`src/core/arsc_defines.svh`:
```
// Register map, field positions, reset values and codes of the converter control block.
// Assumes inclusion by bare name from core/ and verif/ files.
`ifndef ARSC_DEFINES_SVH
`define ARSC_DEFINES_SVH

// ****************************************
// Register byte offsets
// ****************************************
`define ARSC_OFF_INSEL   12'h000
`define ARSC_OFF_CTRL    12'h004
`define ARSC_OFF_RES_LO  12'h008
`define ARSC_OFF_RES_HI  12'h00C
`define ARSC_OFF_STATUS  12'h010
`define ARSC_OFF_CLEAR   12'h014
`define ARSC_OFF_IRQ_EN  12'h018

// ****************************************
// Field positions
// ****************************************
`define ARSC_INSEL_REF_HI   7
`define ARSC_INSEL_REF_LO   6
`define ARSC_INSEL_LEFT     5
`define ARSC_INSEL_MUX_HI   4
`define ARSC_INSEL_MUX_LO   0
`define ARSC_CTRL_ENABLE    7
`define ARSC_CTRL_START     6
`define ARSC_EVT_DONE       0

// ****************************************
// Reset values and codes
// ****************************************
`define ARSC_INSEL_RST      8'h00
`define ARSC_CTRL_RST       1'b0
`define ARSC_IRQ_EN_RST     1'b0
`define ARSC_RESULT_RST     10'h000
`define ARSC_SE_FULL        10'h3FF
`define ARSC_DIFF_MIN       10'h200
`define ARSC_DIFF_MAX       10'h1FF
`define ARSC_SE_LIMIT       12'h3FF
`define ARSC_DIFF_HI_LIMIT  12'h1FF
`define ARSC_DIFF_LO_LIMIT  12'hE00
`define ARSC_MUX_DIFF_FIRST 5'h08
`define ARSC_MUX_DIFF_LAST  5'h1D
`define ARSC_SLEEP_IDLE     3'h0
`define ARSC_SLEEP_NOISE    3'h1
`define ARSC_LEFT_SHIFT     6

`endif

```
`src/core/arsc_pkg.sv`:
```
// Types shared by the converter control block.
// Assumes arsc_defines.svh for numeric constants.
package arsc_pkg;

  typedef enum logic [0:0] {
    ARSC_IDLE = 1'b0,
    ARSC_RUN  = 1'b1
  } arsc_state_t;

  typedef enum logic [1:0] {
    ARSC_GAIN_1X   = 2'b00,
    ARSC_GAIN_10X  = 2'b01,
    ARSC_GAIN_200X = 2'b10
  } arsc_gain_t;

  typedef enum logic [1:0] {
    ARSC_REF_EXT    = 2'b00,
    ARSC_REF_SUPPLY = 2'b01,
    ARSC_REF_1V1    = 2'b10,
    ARSC_REF_2V56   = 2'b11
  } arsc_ref_t;

  typedef struct packed {
    arsc_ref_t  reference_select;
    logic [4:0] channel_gain_select;
    logic       differential;
    arsc_gain_t gain;
    logic       extended;
  } arsc_sel_t;

  typedef struct packed {
    logic [7:0] result_high_byte;
    logic [7:0] result_low_byte;
  } arsc_bytes_t;

endpackage : arsc_pkg

```
`src/core/arsc_coder.sv`:
```
// Result coding: saturation of the raw front-end count and byte placement.
// Assumes a 12-bit raw count, unsigned for single-ended, two's complement for differential.
`timescale 1ns/1ps
`default_nettype none
`include "arsc_defines.svh"
module arsc_coder
  import arsc_pkg::*;
(
  input  wire logic [11:0] raw_code,
  input  wire logic        differential,
  input  wire logic [9:0]  stored_result,
  input  wire logic        left_align_select,
  output arsc_bytes_t      bytes,
  output logic [9:0]       coded_result
);

  // ****************************************
  // Saturation
  // ****************************************
  always_comb
  begin
    if (!differential)
    begin
      if (raw_code > `ARSC_SE_LIMIT)
        coded_result = `ARSC_SE_FULL;
      else
        coded_result = raw_code[9:0];
    end
    else if (!raw_code[11] && raw_code > `ARSC_DIFF_HI_LIMIT)
      coded_result = `ARSC_DIFF_MAX;
    else if (raw_code[11] && raw_code < `ARSC_DIFF_LO_LIMIT)
      coded_result = `ARSC_DIFF_MIN;
    else
      coded_result = raw_code[9:0];
  end

  // ****************************************
  // Alignment, follows the select at once
  // ****************************************
  always_comb
  begin
    if (left_align_select)
      bytes = arsc_bytes_t'({stored_result, 6'h00});
    else
      bytes = arsc_bytes_t'({6'h00, stored_result});
  end

endmodule : arsc_coder
`default_nettype wire

```
`src/core/arsc_sleep.sv`:
```
// Noise canceler start: one conversion per halt of the CPU in a quiet sleep mode.
// Assumes sleep_mode and cpu_halted come from the sleep controller on pclk.
`timescale 1ns/1ps
`default_nettype none
`include "arsc_defines.svh"
module arsc_sleep
(
  input  wire logic       pclk,
  input  wire logic       presetn,
  input  wire logic [2:0] sleep_mode,
  input  wire logic       cpu_halted,
  input  wire logic       converter_enable,
  input  wire logic       busy,
  input  wire logic       done_irq_enable,
  output logic            sleep_go
);

  logic halted_q;
  logic quiet_mode;

  assign quiet_mode = (sleep_mode == `ARSC_SLEEP_IDLE) || (sleep_mode == `ARSC_SLEEP_NOISE);

  always_ff @(posedge pclk or negedge presetn)
  begin
    if (!presetn)
      halted_q <= 1'b0;
    else
      halted_q <= cpu_halted;
  end

  // Only the halt edge starts, so a long sleep gives one result
  always_ff @(posedge pclk or negedge presetn)
  begin
    if (!presetn)
      sleep_go <= 1'b0;
    else
      sleep_go <= cpu_halted && !halted_q && quiet_mode && converter_enable
                  && !busy && done_irq_enable;
  end

endmodule : arsc_sleep
`default_nettype wire

```
`src/core/arsc_top.sv`:
```
// Converter control top: APB registers, conversion sequencing, result coding, interrupt.
// Assumes an analog front end that answers ana_req with ana_done and a held 12-bit count,
// both asynchronous to pclk, and a CPU sleep controller on pclk.
`timescale 1ns/1ps
`default_nettype none
`include "arsc_defines.svh"
module arsc_top
  import arsc_pkg::*;
(
  input  wire logic        pclk,
  input  wire logic        presetn,
  input  wire logic        psel,
  input  wire logic        penable,
  input  wire logic        pwrite,
  input  wire logic [11:0] paddr,
  input  wire logic [31:0] pwdata,
  output logic [31:0]      prdata,
  output logic             pready,
  output logic             pslverr,
  input  wire logic [2:0]  sleep_mode,
  input  wire logic        cpu_halted,
  input  wire logic        ana_done,
  input  wire logic [11:0] ana_code,
  output logic             ana_req,
  output arsc_sel_t        ana_sel,
  output logic             irq
);

  // ****************************************
  // Declarations
  // ****************************************
  arsc_state_t state_q;
  logic [7:0]  insel_q;
  logic        enable_q;
  logic        enable_d1_q;
  logic        irq_en_q;
  logic        status_q;
  logic [9:0]  result_q;
  logic        first_q;
  logic        done_s1_q;
  logic        done_s2_q;
  logic        done_s3_q;
  logic [11:0] code_s1_q;
  logic [11:0] code_s2_q;
  logic        wr_en;
  logic        rd_en;
  logic        sw_start;
  logic        sleep_go;
  logic        start;
  logic        finish;
  logic        mapped;
  logic [9:0]  coded;
  arsc_bytes_t bytes;
  logic [7:0]  ctrl_rd;

  // ****************************************
  // Helpers
  // ****************************************
  function automatic logic is_diff(input logic [4:0] m);
    is_diff = (m >= `ARSC_MUX_DIFF_FIRST) && (m <= `ARSC_MUX_DIFF_LAST);
  endfunction : is_diff

  function automatic arsc_gain_t gain_of(input logic [4:0] m);
    if (m[4] || !is_diff(m))
      gain_of = ARSC_GAIN_1X;
    else if (m[1])
      gain_of = ARSC_GAIN_200X;
    else
      gain_of = ARSC_GAIN_10X;
  endfunction : gain_of

  function automatic logic hit(input logic [11:0] a, input logic [11:0] off);
    hit = (a == off);
  endfunction : hit

  // ****************************************
  // APB slave, no wait states
  // ****************************************
  assign wr_en  = psel && penable && pready && pwrite;
  assign rd_en  = psel && !penable && !pwrite;
  assign mapped = hit(paddr, `ARSC_OFF_INSEL) || hit(paddr, `ARSC_OFF_CTRL)
                  || hit(paddr, `ARSC_OFF_RES_LO) || hit(paddr, `ARSC_OFF_RES_HI)
                  || hit(paddr, `ARSC_OFF_STATUS) || hit(paddr, `ARSC_OFF_CLEAR)
                  || hit(paddr, `ARSC_OFF_IRQ_EN);

  always_ff @(posedge pclk or negedge presetn)
  begin
    if (!presetn)
      pready <= 1'b0;
    else
      pready <= psel && !penable && !pready;
  end

  always_ff @(posedge pclk or negedge presetn)
  begin
    if (!presetn)
      pslverr <= 1'b0;
    else
      pslverr <= psel && !penable && !mapped;
  end

  assign ctrl_rd = {enable_q, (state_q == ARSC_RUN), 6'h00};

  // Read data is captured in setup; alignment applies to the stored result
  always_ff @(posedge pclk or negedge presetn)
  begin
    if (!presetn)
      prdata <= 32'h0000_0000;
    else if (rd_en)
    begin
      if (hit(paddr, `ARSC_OFF_INSEL))
        prdata <= {24'h00_0000, insel_q};
      else if (hit(paddr, `ARSC_OFF_CTRL))
        prdata <= {24'h00_0000, ctrl_rd};
      else if (hit(paddr, `ARSC_OFF_RES_LO))
        prdata <= {24'h00_0000, bytes.result_low_byte};
      else if (hit(paddr, `ARSC_OFF_RES_HI))
        prdata <= {24'h00_0000, bytes.result_high_byte};
      else if (hit(paddr, `ARSC_OFF_STATUS))
        prdata <= {31'h0000_0000, status_q};
      else if (hit(paddr, `ARSC_OFF_IRQ_EN))
        prdata <= {31'h0000_0000, irq_en_q};
      else
        prdata <= 32'h0000_0000;
    end
  end

  // ****************************************
  // Control registers
  // ****************************************
  always_ff @(posedge pclk or negedge presetn)
  begin
    if (!presetn)
      insel_q <= `ARSC_INSEL_RST;
    else if (wr_en && hit(paddr, `ARSC_OFF_INSEL))
      insel_q <= pwdata[7:0];
  end

  // No sleep mode touches the enable
  always_ff @(posedge pclk or negedge presetn)
  begin
    if (!presetn)
      enable_q <= `ARSC_CTRL_RST;
    else if (wr_en && hit(paddr, `ARSC_OFF_CTRL))
      enable_q <= pwdata[`ARSC_CTRL_ENABLE];
  end

  always_ff @(posedge pclk or negedge presetn)
  begin
    if (!presetn)
      irq_en_q <= `ARSC_IRQ_EN_RST;
    else if (wr_en && hit(paddr, `ARSC_OFF_IRQ_EN))
      irq_en_q <= pwdata[`ARSC_EVT_DONE];
  end

  // Writing zero to the start bit does nothing
  assign sw_start = wr_en && hit(paddr, `ARSC_OFF_CTRL) && pwdata[`ARSC_CTRL_START]
                    && pwdata[`ARSC_CTRL_ENABLE];

  // ****************************************
  // Front end synchronisers
  // ****************************************
  always_ff @(posedge pclk or negedge presetn)
  begin
    if (!presetn)
    begin
      done_s1_q <= 1'b0;
      done_s2_q <= 1'b0;
      done_s3_q <= 1'b0;
      code_s1_q <= 12'h000;
      code_s2_q <= 12'h000;
    end
    else
    begin
      done_s1_q <= ana_done;
      done_s2_q <= done_s1_q;
      done_s3_q <= done_s2_q;
      code_s1_q <= ana_code;
      code_s2_q <= code_s1_q;
    end
  end

  // Count is held by the front end long before done, so two flops suffice
  assign finish = (state_q == ARSC_RUN) && enable_q && done_s2_q && !done_s3_q;

  // ****************************************
  // Sequencing
  // ****************************************
  arsc_sleep u_sleep (
    .pclk             (pclk),
    .presetn          (presetn),
    .sleep_mode       (sleep_mode),
    .cpu_halted       (cpu_halted),
    .converter_enable (enable_q),
    .busy             (state_q == ARSC_RUN),
    .done_irq_enable  (irq_en_q),
    .sleep_go         (sleep_go)
  );

  assign start = (state_q == ARSC_IDLE) && (sw_start || (sleep_go && enable_q));

  // A wake by another source does not stop a running conversion
  always_ff @(posedge pclk or negedge presetn)
  begin
    if (!presetn)
      state_q <= ARSC_IDLE;
    else
      case (state_q)
        ARSC_IDLE: state_q <= start ? ARSC_RUN : ARSC_IDLE;
        ARSC_RUN:
        begin
          if (!enable_q || finish)
            state_q <= ARSC_IDLE;
          else
            state_q <= ARSC_RUN;
        end
        default: state_q <= ARSC_IDLE;
      endcase
  end

  always_ff @(posedge pclk or negedge presetn)
  begin
    if (!presetn)
      ana_req <= 1'b0;
    else
      ana_req <= (state_q == ARSC_RUN) ? (enable_q && !finish) : start;
  end

  // Re-enabling forces the next conversion to be extended only if it starts three or more clocks after the enabling write
  always_ff @(posedge pclk or negedge presetn)
  begin
    if (!presetn)
    begin
      enable_d1_q <= 1'b0;
      first_q     <= 1'b1;
    end
    else
    begin
      enable_d1_q <= enable_q;
      if (enable_q && !enable_d1_q)
        first_q <= 1'b1;
      else if (finish)
        first_q <= 1'b0;
    end
  end

  // Selection is locked while a conversion runs
  always_ff @(posedge pclk or negedge presetn)
  begin
    if (!presetn)
      ana_sel <= '0;
    else if (state_q == ARSC_IDLE && !start)
    begin
      ana_sel.reference_select    <= arsc_ref_t'(insel_q[`ARSC_INSEL_REF_HI:`ARSC_INSEL_REF_LO]);
      ana_sel.channel_gain_select <= insel_q[`ARSC_INSEL_MUX_HI:`ARSC_INSEL_MUX_LO];
      ana_sel.differential        <= is_diff(insel_q[`ARSC_INSEL_MUX_HI:`ARSC_INSEL_MUX_LO]);
      ana_sel.gain                <= gain_of(insel_q[`ARSC_INSEL_MUX_HI:`ARSC_INSEL_MUX_LO]);
      ana_sel.extended            <= first_q;
    end
  end

  // ****************************************
  // Result and interrupt
  // ****************************************
  arsc_coder u_coder (
    .raw_code          (code_s2_q),
    .differential      (ana_sel.differential),
    .stored_result     (result_q),
    .left_align_select (insel_q[`ARSC_INSEL_LEFT]),
    .bytes             (bytes),
    .coded_result      (coded)
  );

  always_ff @(posedge pclk or negedge presetn)
  begin
    if (!presetn)
      result_q <= `ARSC_RESULT_RST;
    else if (finish)
      result_q <= coded;
  end

  // Set wins over a clear in the same cycle
  always_ff @(posedge pclk or negedge presetn)
  begin
    if (!presetn)
      status_q <= 1'b0;
    else if (finish)
      status_q <= 1'b1;
    else if (wr_en && hit(paddr, `ARSC_OFF_CLEAR) && pwdata[`ARSC_EVT_DONE])
      status_q <= 1'b0;
  end

  always_ff @(posedge pclk or negedge presetn)
  begin
    if (!presetn)
      irq <= 1'b0;
    else
      irq <= status_q && irq_en_q;
  end
endmodule : arsc_top
`default_nettype wire

```
`config.mk`:
```
export PLATFORM = sky130hd
export DESIGN_NAME = arsc_top
export DESIGN_NICKNAME = d
export VERILOG_FILES = /design/src/core/arsc_pkg.sv /design/src/core/arsc_coder.sv /design/src/core/arsc_sleep.sv /design/src/core/arsc_top.sv
export VERILOG_INCLUDE_DIRS = /design/src /design/src/core
export SDC_FILE = /design/constraint.sdc
export NUM_CORES = 1
export LEC_CHECK = 0
export BUFFER_PORTS_ARGS = -buffer_cell sky130_fd_sc_hd__buf_2
export CAP_MARGIN = 30
export CELL_PAD_IN_SITES_DETAIL_PLACEMENT = 2
export CELL_PAD_IN_SITES_GLOBAL_PLACEMENT = 2
export CORE_UTILIZATION = 32
export DETAILED_ROUTE_END_ITERATION = 7
export PLACE_DENSITY_LB_ADDON = 0.1
export SLEW_MARGIN = 10
export SYNTH_ARGS = -nofsm -noshare
export SYNTH_HDL_FRONTEND = slang
export SYNTH_HIERARCHICAL = 1
export SYNTH_SLANG_ARGS = --single-unit
```
`constraint.sdc`:
```
create_clock -name pclk -period 2.1 [get_ports pclk]
set_input_delay 0.21 -clock pclk [delete_from_list [all_inputs] [get_ports pclk]]
set_output_delay 0.21 -clock pclk [all_outputs]
set_load 0.02 [all_outputs]
```
==> out/qor_table.md, run 1 <==
| Result | Value |
|:---|:---|
| Global-route congestion overflow total | 0 |
| Outcome | finished clean |
| Number of instances on the worst hold path | 2 |
| Die height | 105 um |
| Depth of the worst register-to-register path | 6 |
| Initial core utilization | 33.0% |
| Area after detailed placement | 0.00387 mm^2 |
| Async S/R FF share, synth | 100% |
| Minimum setup slack after placement | -168 ps |
| PnR worst setup slack | 203 ps |
| Maximum number of pins on one net before global-route repair | 40 |
| Mean cell area of the mapped netlist | 12.5 um^2 |
| Internal power | 2.40 mW |
| Maximum ir drop on the vdd rail | 383 uV |
| Endpoint required time on the critical path | 2340 ps |
| Signal arrival time at the worst endpoint | 2130 ps |
| Number of buffers created by CTS | 9 |
| Worst path cell trace | buf_2 -> or4_4 -> or3_4 -> o41ai_4 -> buf_12 -> mux2_1 |
| Relative contribution of combinational cells to total power | 8.8% |
| Final critical-path share of the clock period | 90.3% |
| Clock root cell | clkbuf_8 |
| Net switching share of the total power | 24.7% |
| Fraction of power consumed by the clock network | 43.5% |
| Number of enable flip-flop cells after synthesis | 0 |
| Antenna violations before repair | 0 |
| Sequential element share of the synthesized area | 55.4% |
| Via density per instance | 4.68 |
| FF+latch count, synth | 75 |
| Top_reg_cell synth | dfrtp_1 |
| Layout Area Growth over Synthesis | 25.7% |
| Post-synthesis instance area | 0.00339 mm^2 |
| Area occupied by multi-input gates | 0.00133 mm^2 |
| H-Tree Level Count | 3 |
| Buffer count from post-CTS setup fixing | 0 |
| DRC Markers | 0 |
| Initial DRC Count | 75 |
| Switching power total | 0.787 mW |
| Die span in x | 105 um |
| Antenna Nets Post-Route | 0 |
| Count of final hold-check violations | 0 |
| Layout net count | 428 |
| Filler instances | 1081 |
| Number of top-level pins | 113 |
| Floorplan Core Area | 0.0103 mm^2 |
| Overall power | 3.18 mW |
| Slowest-stage cell, CP | or4_4 |
| Quantity of gates resized following cts | 0 |
| Clock latency on the worst-skew pair | 360 ps |
| PortBufs | 63 |
| Register Area | 0.00188 mm^2 |
| Register clock-pin slew on the reported worst setup and hold paths | 80 ps |
| Crit end category | register |
| Sequential power share | 47.7% |
| Number of search-and-repair iterations in the first detailed-routing pass | 4 |
| Power density of the placed cells | 746 mW/mm^2 |
| Synthesized instance count | 271 |
| Critical Path Source Type | input pin |
| Clk buf depth | 2 |
| Num Clock Sinks | 75 |
| DR WL/cell | 15.7 um |
| Class of the tightest hold or removal check | in2reg |
| Worst Clk Skew | 10.8 ps |
| Unrepaired setup endpoints after global routing | no |
| Max-Cap Viols | 0 |
| Highest attainable clock frequency | 0.527 GHz |
| GRT Util Overall | 16.1% |
| Antenna Diode Count | 0 |
| Yosys cell types | 53 |
| Slew margin rel. | 65.3% |
| Slowest stage delay, CP | 540 ps |
| HPWL after detailed placement | 5.56 mm |
| Crit-path max FO | 11 |
| Crit path kind | in2reg |
| Vias in the first global route | 2625 |
| Total Negative Setup Slacks | 0 ps |
| Slew at the pin closest to its max-slew limit | 521 ps |
| Die ar. | 0.0110 mm^2 |
| Number of setup violations in the final report | 0 |
| Placer Congestion | 0.735 |
| Proportion of layout cells with a drive suffix above 1 | 38.7% |
| Via count | 2355 |
| Total routed wirelength | 7.90 mm |
| Final critical-path required period | 1900 ps |
| Global-route wire length before repair | 13.6 mm |
| Final Slew Violations | 0 |
| Warning count from the yosys run | 6 |
| Cell row count | 37 |
| Final hold slack | 96.2 ps |
| Post-route standard cell area excluding fillers | 0.00426 mm^2 |
| TritonCTS clock tree | done |
| Lkg Pwr | 2.07 nW |
| Hold buffer count at CTS | 15 |
[power groups by stage]
stage / logic (mW) / clock network, mW / registers (mW)
5_1_grt: 0.311 / 1.50 / 1.53
2_1_floorplan: 0.148 / 0 / 1.57
3_3_place_gp: 0.257 / 0 / 1.55
3_5_place_dp: 0.262 / 0 / 1.55
4_1_cts: 0.284 / 1.45 / 1.52
6_report: 0.279 / 1.38 / 1.52
[Yosys cell counts, types with 2 or more instances]
| master | instances | area (um^2) |
|---|---|---|
| buf_4 | 24 | 180 |
| a32oi_1 | 5 | 43.8 |
| mux2i_1 | 2 | 20.0 |
| o2111ai_1 | 2 | 17.5 |
| inv_1 | 7 | 26.3 |
| buf_2 | 3 | 15.0 |
| dfrtp_1 | 74 | 1850 |
| a31oi_1 | 2 | 12.5 |
| nor2_1 | 15 | 56.3 |
| nand2b_1 | 3 | 18.8 |
| and3b_1 | 2 | 17.5 |
| o22ai_1 | 2 | 12.5 |
| nand2_1 | 9 | 33.8 |
| and2_1 | 7 | 43.8 |
| a21oi_1 | 10 | 50.1 |
| nor4_1 | 2 | 12.5 |
| nand4_1 | 3 | 18.8 |
| mux2_4 | 9 | 135 |
| or3_1 | 2 | 12.5 |
| clkbuf_1 | 6 | 22.5 |
| mux2_1 | 2 | 22.5 |
| o21ai_0 | 3 | 15.0 |
| nand3_1 | 4 | 20.0 |
| nor2b_1 | 8 | 50.1 |
| mux2_2 | 29 | 327 |
| a311o_1 | 3 | 30.0 |
| nor3b_1 | 2 | 15.0 |
| a21o_1 | 6 | 45.0 |
[cell families (layout without fill, tap and decap cells)]
logic type      count (synthesis)  in the layout  share of synthesized area [%]
compound gates                 43             43                           9.85
buf+inv                        43            116                           8.11
other cells                     1             24                          0.111
mux                            43             43                           15.3
flops                          75             75                           55.4
simple gates                   66             66                           11.3
[per-layer routing]
| layer | wire, um | vias up | global-route usage, % |
|---|---|---|---|
| met5 | 0 | - | 0 |
| li1 | - | 1095 | - |
| met1 | 3410 | 1186 | 19.6 |
| met2 | 4030 | 60 | 26.9 |
| met3 | 294 | 14 | 3.87 |
| met4 | 157 | 0 | 7.85 |
[registers in the layout (all words and copies together), names as in the netlist, 8 cells and up]
| signal | count |
|---|---|
| code_s1_q | 12 |
| code_s2_q | 12 |
| ana_sel | 11 |
| result_q | 10 |
| insel_q | 8 |
| prdata | 8 |
[final timing paths]
| kind | startpoint | endpoint | slack (ps) |
|---|---|---|---|
| min | pwdata[4] | insel_q[4]$_DFFE_PN0P_ | 100 |
| min in group asynchronous | presetn | ana_sel[9]$_DFFE_PN0P_ | 370 |
| max | paddr[11] | ana_sel[1]$_DFFE_PN0P_ | 200 |
| max reg2reg | pready$_DFF_PN0_ | insel_q[1]$_DFFE_PN0P_ | 410 |
| max in group asynchronous | presetn | first_q$_DFFE_PN1P_ | 1100 |
| min reg2reg | code_s1_q[6]$_DFF_PN0_ | code_s2_q[6]$_DFF_PN0_ | 350 |
[layout make-up]
| cell class | instances | area share, % |
|---|---|---|
| sequential | 75 | 44.0 |
| clock buffer | 9 | 2.90 |
| tap | 136 | 3.99 |
| inverter | 7 | 0.616 |
| multi-input combinational | 176 | 31.1 |
| timing repair buffer | 93 | 14.5 |
| clock inverter | 7 | 2.88 |
[metrics by stage]
stage	util [%]	instances
global placement	37.6	472
floorplan	-	294
global route	41.5	503
detailed placement	37.6	472
CTS	41.5	503
finish	41.5	503
[layout by cell type, fill, tap and decap left out, types with 3 or more instances in the layout]
cell / n
bufinv_16: 3
mux2_4: 9
dfrtp_1: 74
a311o_1: 3
nor2b_1: 8
buf_12: 3
mux2_2: 29
a32oi_1: 5
o21ai_0: 3
inv_1: 7
nand4_1: 3
a21o_1: 6
clkbuf_8: 9
buf_4: 13
a21oi_1: 10
buf_2: 62
conb_1: 24
nand3_1: 4
and2_1: 7
nand2b_1: 3
nand2_1: 9
dlygate4sd3_1: 15
nor2_1: 15
[worst max-delay path: cells and delay by family]
kind	cells	cell delay (ps)
AOI/OAI and AO/OA	1	350
and+or+nand+nor	2	940
muxes	1	330
buffers and inverters	2	300
Power figures use the tool's default switching activity.
==> inputs of run 2 (changes only) <==
ABC_AREA = 1   (was unset)
CORE_UTILIZATION = 29   (was 32)
==> out/qor_table.md, run 2 <==
| Result | Value |
|:---|:---|
| Outcome | finished, violations left |
| Violated checks | design-rule violations |
| Class of the tightest hold or removal check | in2reg |
| Register Area | 0.00188 mm^2 |
| Met2 track demand over resource in global routing | 28.1% |
| Die height | 112 um |
| Initial DRC Count | 58 |
| DR WL/cell | 14.5 um |
| Yosys cell types | 32 |
| Crit path kind | reg2reg |
| Highest attainable clock frequency | 0.630 GHz |
| Floorplan Core Area | 0.0116 mm^2 |
| Clk buf depth | 2 |
| Final critical-path share of the clock period | 75.6% |
| Final Slew Violations | 0 |
| Minimum setup slack after placement | 318 ps |
| Buffer count from post-CTS setup fixing | 0 |
| Commonest cells after routing, fill and taps aside | nand2_1, dfrtp_1, buf_2, inv_1, o21ai_0 |
| Top_reg_cell synth | dfrtp_1 |
| Cell row count | 39 |
| Warning count from the yosys run | 6 |
| Clock root cell | clkbuf_16 |
| Crit-path max FO | 22 |
| Total routed wirelength | 9.32 mm |
| Overall power | 4.30 mW |
| Area occupied by multi-input gates | 0.00125 mm^2 |
| H-Tree Level Count | 3 |
| HPWL after detailed placement | 6.72 mm |
| Die span in x | 112 um |
| Vias in the first global route | 3223 |
| Layout net count | 559 |
| Register clock-pin slew on the reported worst setup and hold paths | 60 ps |
| Num Clock Sinks | 75 |
| Leading cell type in the layout, fill and taps excluded | nand2_1 |
| Initial core utilization | 30.2% |
| Depth of the worst register-to-register path | 6 |
| Mean cell area of the mapped netlist | 8.54 um^2 |
| Clock latency on the worst-skew pair | 340 ps |
| Antenna violations before repair | 0 |
| PortBufs | 63 |
| Largest cells by area after synthesis | dfrtp_1, nand2_1, inv_1, buf_4, o21ai_0 |
| Count of placed standard cells including taps | 610 |
| Global-route congestion overflow total | 0 |
| Unrepaired setup endpoints after global routing | no |
| Number of top-level pins | 113 |
| Lkg Pwr | 2.27 nW |
| TritonCTS clock tree | done |
| Global-route wire length before repair | 16.0 mm |
| FF+latch count, synth | 75 |
| Placer Congestion | 0.740 |
| GRT Util Overall | 16.6% |
| Final critical-path required period | 1590 ps |
| Largest registers | code_s1_q x12, code_s2_q x12, ana_sel x11 |
| Via density per instance | 4.50 |
| Met1 demand-to-capacity share in global routing | 20.3% |
| Top cell type by total area after synthesis | dfrtp_1 |
| Power density of the placed cells | 981 mW/mm^2 |
| Layer with the highest usage | met2 |
| Maximum ir drop on the vdd rail | 550 uV |
| Area after detailed placement | 0.00391 mm^2 |
| Max-Cap Viols | 0 |
| Critical Path Source Type | register |
| Antenna Nets Post-Route | 0 |
| RR Endpoint | ana_sel[1]$_DFFE_PN0P_ |
| Endpoint required time on the critical path | 2350 ps |
| PnR worst setup slack | 512 ps |
| Setup slack of the worst register-to-register path | 510 ps |
| Worst Clk Skew | 7.00 ps |
| Number of search-and-repair iterations in the first detailed-routing pass | 6 |
| Number of setup violations in the final report | 0 |
| Proportion of layout cells with a drive suffix above 1 | 21.5% |
| Filler instances | 1331 |
| Slew at the pin closest to its max-slew limit | 567 ps |
| Synthesized instance count | 410 |
| Maximum number of pins on one net before global-route repair | 45 |
| Top cell types by occurrence after synthesis | nand2_1, dfrtp_1, inv_1 |
| Met3 demand-to-capacity share in global routing | 3.86% |
| Hold buffer count at CTS | 15 |
| Slew margin rel. | 62.2% |
| Layout Area Growth over Synthesis | 25.1% |
| Timing startpoint of the critical path | pready$_DFF_PN0_ |
| Top cell type's share of synthesized area | 52.9% |
| Worst R2R Start | pready$_DFF_PN0_ |
| Post-route standard cell area excluding fillers | 0.00438 mm^2 |
| Number of enable flip-flop cells after synthesis | 0 |
| Critical path capture point | ana_sel[1]$_DFFE_PN0P_ |
| Total Negative Setup Slacks | 0 ps |
| Crit end category | register |
| Post-synthesis instance area | 0.00350 mm^2 |
| Sequential element share of the synthesized area | 53.6% |
| Signal arrival time at the worst endpoint | 1840 ps |
| Most frequent cell after synthesis | nand2_1 |
| Count of final hold-check violations | 0 |
| Quantity of gates resized following cts | 0 |
| DRC Markers | 8 |
| Non-filler instance count after layout | 641 |
| Async S/R FF share, synth | 100% |
| Via count | 2885 |
| Number of buffers created by CTS | 9 |
| Die ar. | 0.0125 mm^2 |
| Antenna Diode Count | 0 |
==> run 2: cell count changes in the layout (fill, tap and decap cells not counted), moves of 15 or more <==
cell / before / now
nand3_1: 4 / 24
mux2_2: 29 / 0
o21ai_0: 3 / 35
nand2_1: 9 / 104
inv_1: 7 / 55
nor2_1: 15 / 30
==> run 2: power by group <==
part,switching [mW],internal (mW),total (mW)
Clock,0.614,1.11,1.72
Combinational,0.522,0.258,0.780
Sequential,0.134,1.66,1.79
Total,1.27,3.03,4.30
==> run 2: routing by layer <==
| metal | part of all wire (%) | wire length, um | vias up |
|---|---|---|---|
| met1 | 46 | 4260 | 1401 |
| met4 | 1.6 | 148 | 0 |
| met3 | 4.3 | 402 | 10 |
| li1 | - | - | 1397 |
| met5 | 0 | 0 | - |
| met2 | 48 | 4520 | 77 |
==> run 2: worst max-delay path, stage by stage, from the launching register on <==
cell	delay (ps)
dfrtp_1	380
nand4_1	240
nor2_2	220
nand3_1	120
nand2_2	340
nand2_1	100
o21ai_0	100
==> run 2: metrics by stage <==
step / hold WS, ps / util [%]
3_5_place_dp: 218 / 33.6
6_report: 103 / 37.7
5_1_grt: 116 / 37.7
4_1_cts: 86.6 / 37.7
2_1_floorplan: -85.6 / -
3_3_place_gp: 211 / 33.6
==> run 2: kinds of logic (layout without fill, tap and decap cells) <==
kind of cell	count (synthesis)	in the layout	share of synthesized area, %
buf+inv	91	156	13.1
compound gates	64	64	11.0
other cells	1	24	0.107
flops	75	75	53.6
simple gates	179	179	22.2
==> run 2: how the worst min path moves through the flow <==
stage / start / cells past startpoint / slack (ps) / endpoint
after CTS: pwdata[1] / 3 / 90 / insel_q[1]$_DFFE_PN0P_
after global placement: presetn / 1 / 210 / prdata[5]$_DFFE_PN0P_
final: pwdata[1] / 3 / 100 / insel_q[1]$_DFFE_PN0P_
after floorplan: presetn / 0 / -90 / ana_req$_DFF_PN0_
after detailed placement: presetn / 1 / 220 / prdata[5]$_DFFE_PN0P_
after global routing: pwdata[0] / 3 / 120 / irq_en_q$_DFFE_PN0P_
==> run 2: layout make-up <==
| class | instances | area share [%] |
|---|---|---|
| sequential | 75 | 42.9 |
| clock inverter | 2 | 1.37 |
| multi-input combinational | 267 | 28.6 |
| inverter | 56 | 4.80 |
| clock buffer | 14 | 6.03 |
| timing repair buffer | 84 | 12.3 |
| tap | 143 | 4.08 |
==> inputs of run 3 (changes only) <==
CORE_UTILIZATION = 26   (was 29)
clock period = 1.4 ns   (was 2.1 ns; I/O delays follow)
==> out/qor_table.md, run 3 (synthesized netlist as in run 2, its figures left out) <==
| Result | Value |
|:---|:---|
| Final Core Density | 35.6% |
| Maximum number of pins on one net before global-route repair | 47 |
| Vias in the first global route | 3267 |
| GRT Util Overall | 15.4% |
| Overall power | 6.64 mW |
| Largest registers | code_s1_q x12, code_s2_q x12, ana_sel x11 |
| Die span in x | 118 um |
| Cell row count | 42 |
| Global-route congestion overflow total | 0 |
| DR WL/cell | 14.2 um |
| Number of search-and-repair iterations in the first detailed-routing pass | 4 |
| Crit end category | register |
| Hold Path Origin | pwdata[1] |
| Crit-path max FO | 8 |
| Worst R2R Start | pready$_DFF_PN0_ |
| Power density of the placed cells | 1410 mW/mm^2 |
| Setup slack of the worst register-to-register path | 70 ps |
| Floorplan Core Area | 0.0132 mm^2 |
| Clk buf depth | 2 |
| Number of instances on the worst hold path | 3 |
| Initial core utilization | 26.6% |
| Lkg Pwr | 2.41 nW |
| Number of top-level pins | 113 |
| Sink of the worst hold path | insel_q[1]$_DFFE_PN0P_ |
| Layout Area Growth over Synthesis | 34.2% |
| PnR worst setup slack | 68.8 ps |
| Die height | 118 um |
| Placer Congestion | 0.752 |
| Final critical-path share of the clock period | 95.1% |
| Highest attainable clock frequency | 0.751 GHz |
| Post-route standard cell area excluding fillers | 0.00470 mm^2 |
| Outcome | finished clean |
| Count of placed standard cells including taps | 664 |
| Layout net count | 582 |
| Clock root cell | clkbuf_16 |
| Antenna violations before repair | 0 |
| RR Endpoint | ana_sel[10]$_DFFE_PN0P_ |
| Commonest cells after routing, fill and taps aside | nand2_1, dfrtp_1, buf_2, inv_1, nor2_1 |
| Register clock-pin slew on the reported worst setup and hold paths | 60 ps |
| Area after detailed placement | 0.00415 mm^2 |
| Endpoint required time on the critical path | 1670 ps |
| Minimum setup slack after placement | -152 ps |
| Depth of the worst register-to-register path | 7 |
| Signal arrival time at the worst endpoint | 1600 ps |
| TritonCTS clock tree | done |
| Worst Clk Skew | 8.33 ps |
| Maximum ir drop on the vdd rail | 936 uV |
| Via count | 2995 |
| Antenna Diode Count | 0 |
| Clock latency on the worst-skew pair | 350 ps |
| Num Clock Sinks | 75 |
| Antenna Nets Post-Route | 0 |
| Number of buffers created by CTS | 9 |
| DRC Markers | 0 |
| Die ar. | 0.0139 mm^2 |
| Max-Cap Viols | 0 |
| HPWL after detailed placement | 7.24 mm |
| Via density per instance | 4.30 |
| Count of final hold-check violations | 0 |
| PortBufs | 63 |
| Number of setup violations in the final report | 0 |
| Final critical-path required period | 1330 ps |
| Total routed wirelength | 9.86 mm |
| Leading cell type in the layout, fill and taps excluded | nand2_1 |
| Critical Path Source Type | register |
| Crit path kind | reg2reg |
| H-Tree Level Count | 3 |
| Final Slew Violations | 0 |
| Global-route wire length before repair | 16.5 mm |
| Initial DRC Count | 69 |
| Class of the tightest hold or removal check | in2reg |
| Non-filler instance count after layout | 696 |
| Proportion of layout cells with a drive suffix above 1 | 27.7% |
| Unrepaired setup endpoints after global routing | yes |
==> run 3: cell types whose count changed in the layout (fill, tap and decap cells not counted), moves of 4 or more <==
| cell | change |
|---|---|
| o21ai_2 | +4 |
| o21ai_0 | -7 |
| buf_4 | +18 |
| nand2_1 | -5 |
| nand2_2 | +4 |
==> run 3: cell type report <==
type | instances | area [um^2]
fill | 1489 | 8490
sequential | 75 | 1880
multi-input combinational | 267 | 1300
timing repair buffer | 107 | 769
clock buffer | 10 | 239
tap | 176 | 220
inverter | 56 | 213
clock inverter | 5 | 77.6
==> run 3: repair_timing <==
| item | in CTS | in global routing |
|---|---|---|
| gates cloned | 0 | 1 |
| pin swaps | 1 | 2 |
| hold buffers | 15 | 0 |
| gates resized for setup | 1 | 21 |
| buffers inserted | 0 | 1 |
| hold endpoints to repair | 88 | 0 |
| setup endpoints to repair | 12 | 25 |
==> run 3: worst max-delay path by stage <==
stage                            from                      end  slack (ps)  cells past startpoint
3_3_place_gp                 paddr[0]    prdata[6]$_DFFE_PN0P_         -90                     10
2_1_floorplan        pready$_DFF_PN0_   insel_q[5]$_DFFE_PN0P_           4                      6
6_report             pready$_DFF_PN0_  ana_sel[10]$_DFFE_PN0P_          70                      7
4_1_cts        insel_q[5]$_DFFE_PN0P_    prdata[7]$_DFFE_PN0P_           2                      7
5_1_grt              pready$_DFF_PN0_  ana_sel[10]$_DFFE_PN0P_         -50                      7
3_5_place_dp                 paddr[0]    prdata[7]$_DFFE_PN0P_        -150                     10
==> run 3: layer usage <==
layer | vias up | wire length [um] | GRT usage [%]
li1 | 1444 | - | -
met1 | 1478 | 4330 | 18.5
met2 | 65 | 4940 | 26.1
met3 | 8 | 458 | 5.18
met4 | 0 | 125 | 4.57
met5 | - | 0 | 0
==> run 3: worst max-delay path: stages, from the launching register on <==
cell and delay (ps):
dfrtp_1 360, nand4_1 160, nor2_2 210, nand3_2 120, nand2_4 120, clkbuf_16 160, nand2_2 40, o21ai_1 80
==> run 3: through the flow <==
| step | hold slack, ps | setup TNS [ps] |
|---|---|---|
| after floorplan | -156 | 0 |
| after global placement | -26.1 | -1090 |
| after detailed placement | -25.9 | -2090 |
| after CTS | 21.1 | 0 |
| after global routing | 39.7 | -282 |
| final | 30.5 | 0 |
==> run 3: power by group <==
group | internal (mW) | switching, mW
Sequential | 2.49 | 0.210
Combinational | 0.569 | 0.880
Clock | 1.59 | 0.903
Total | 4.65 | 1.99
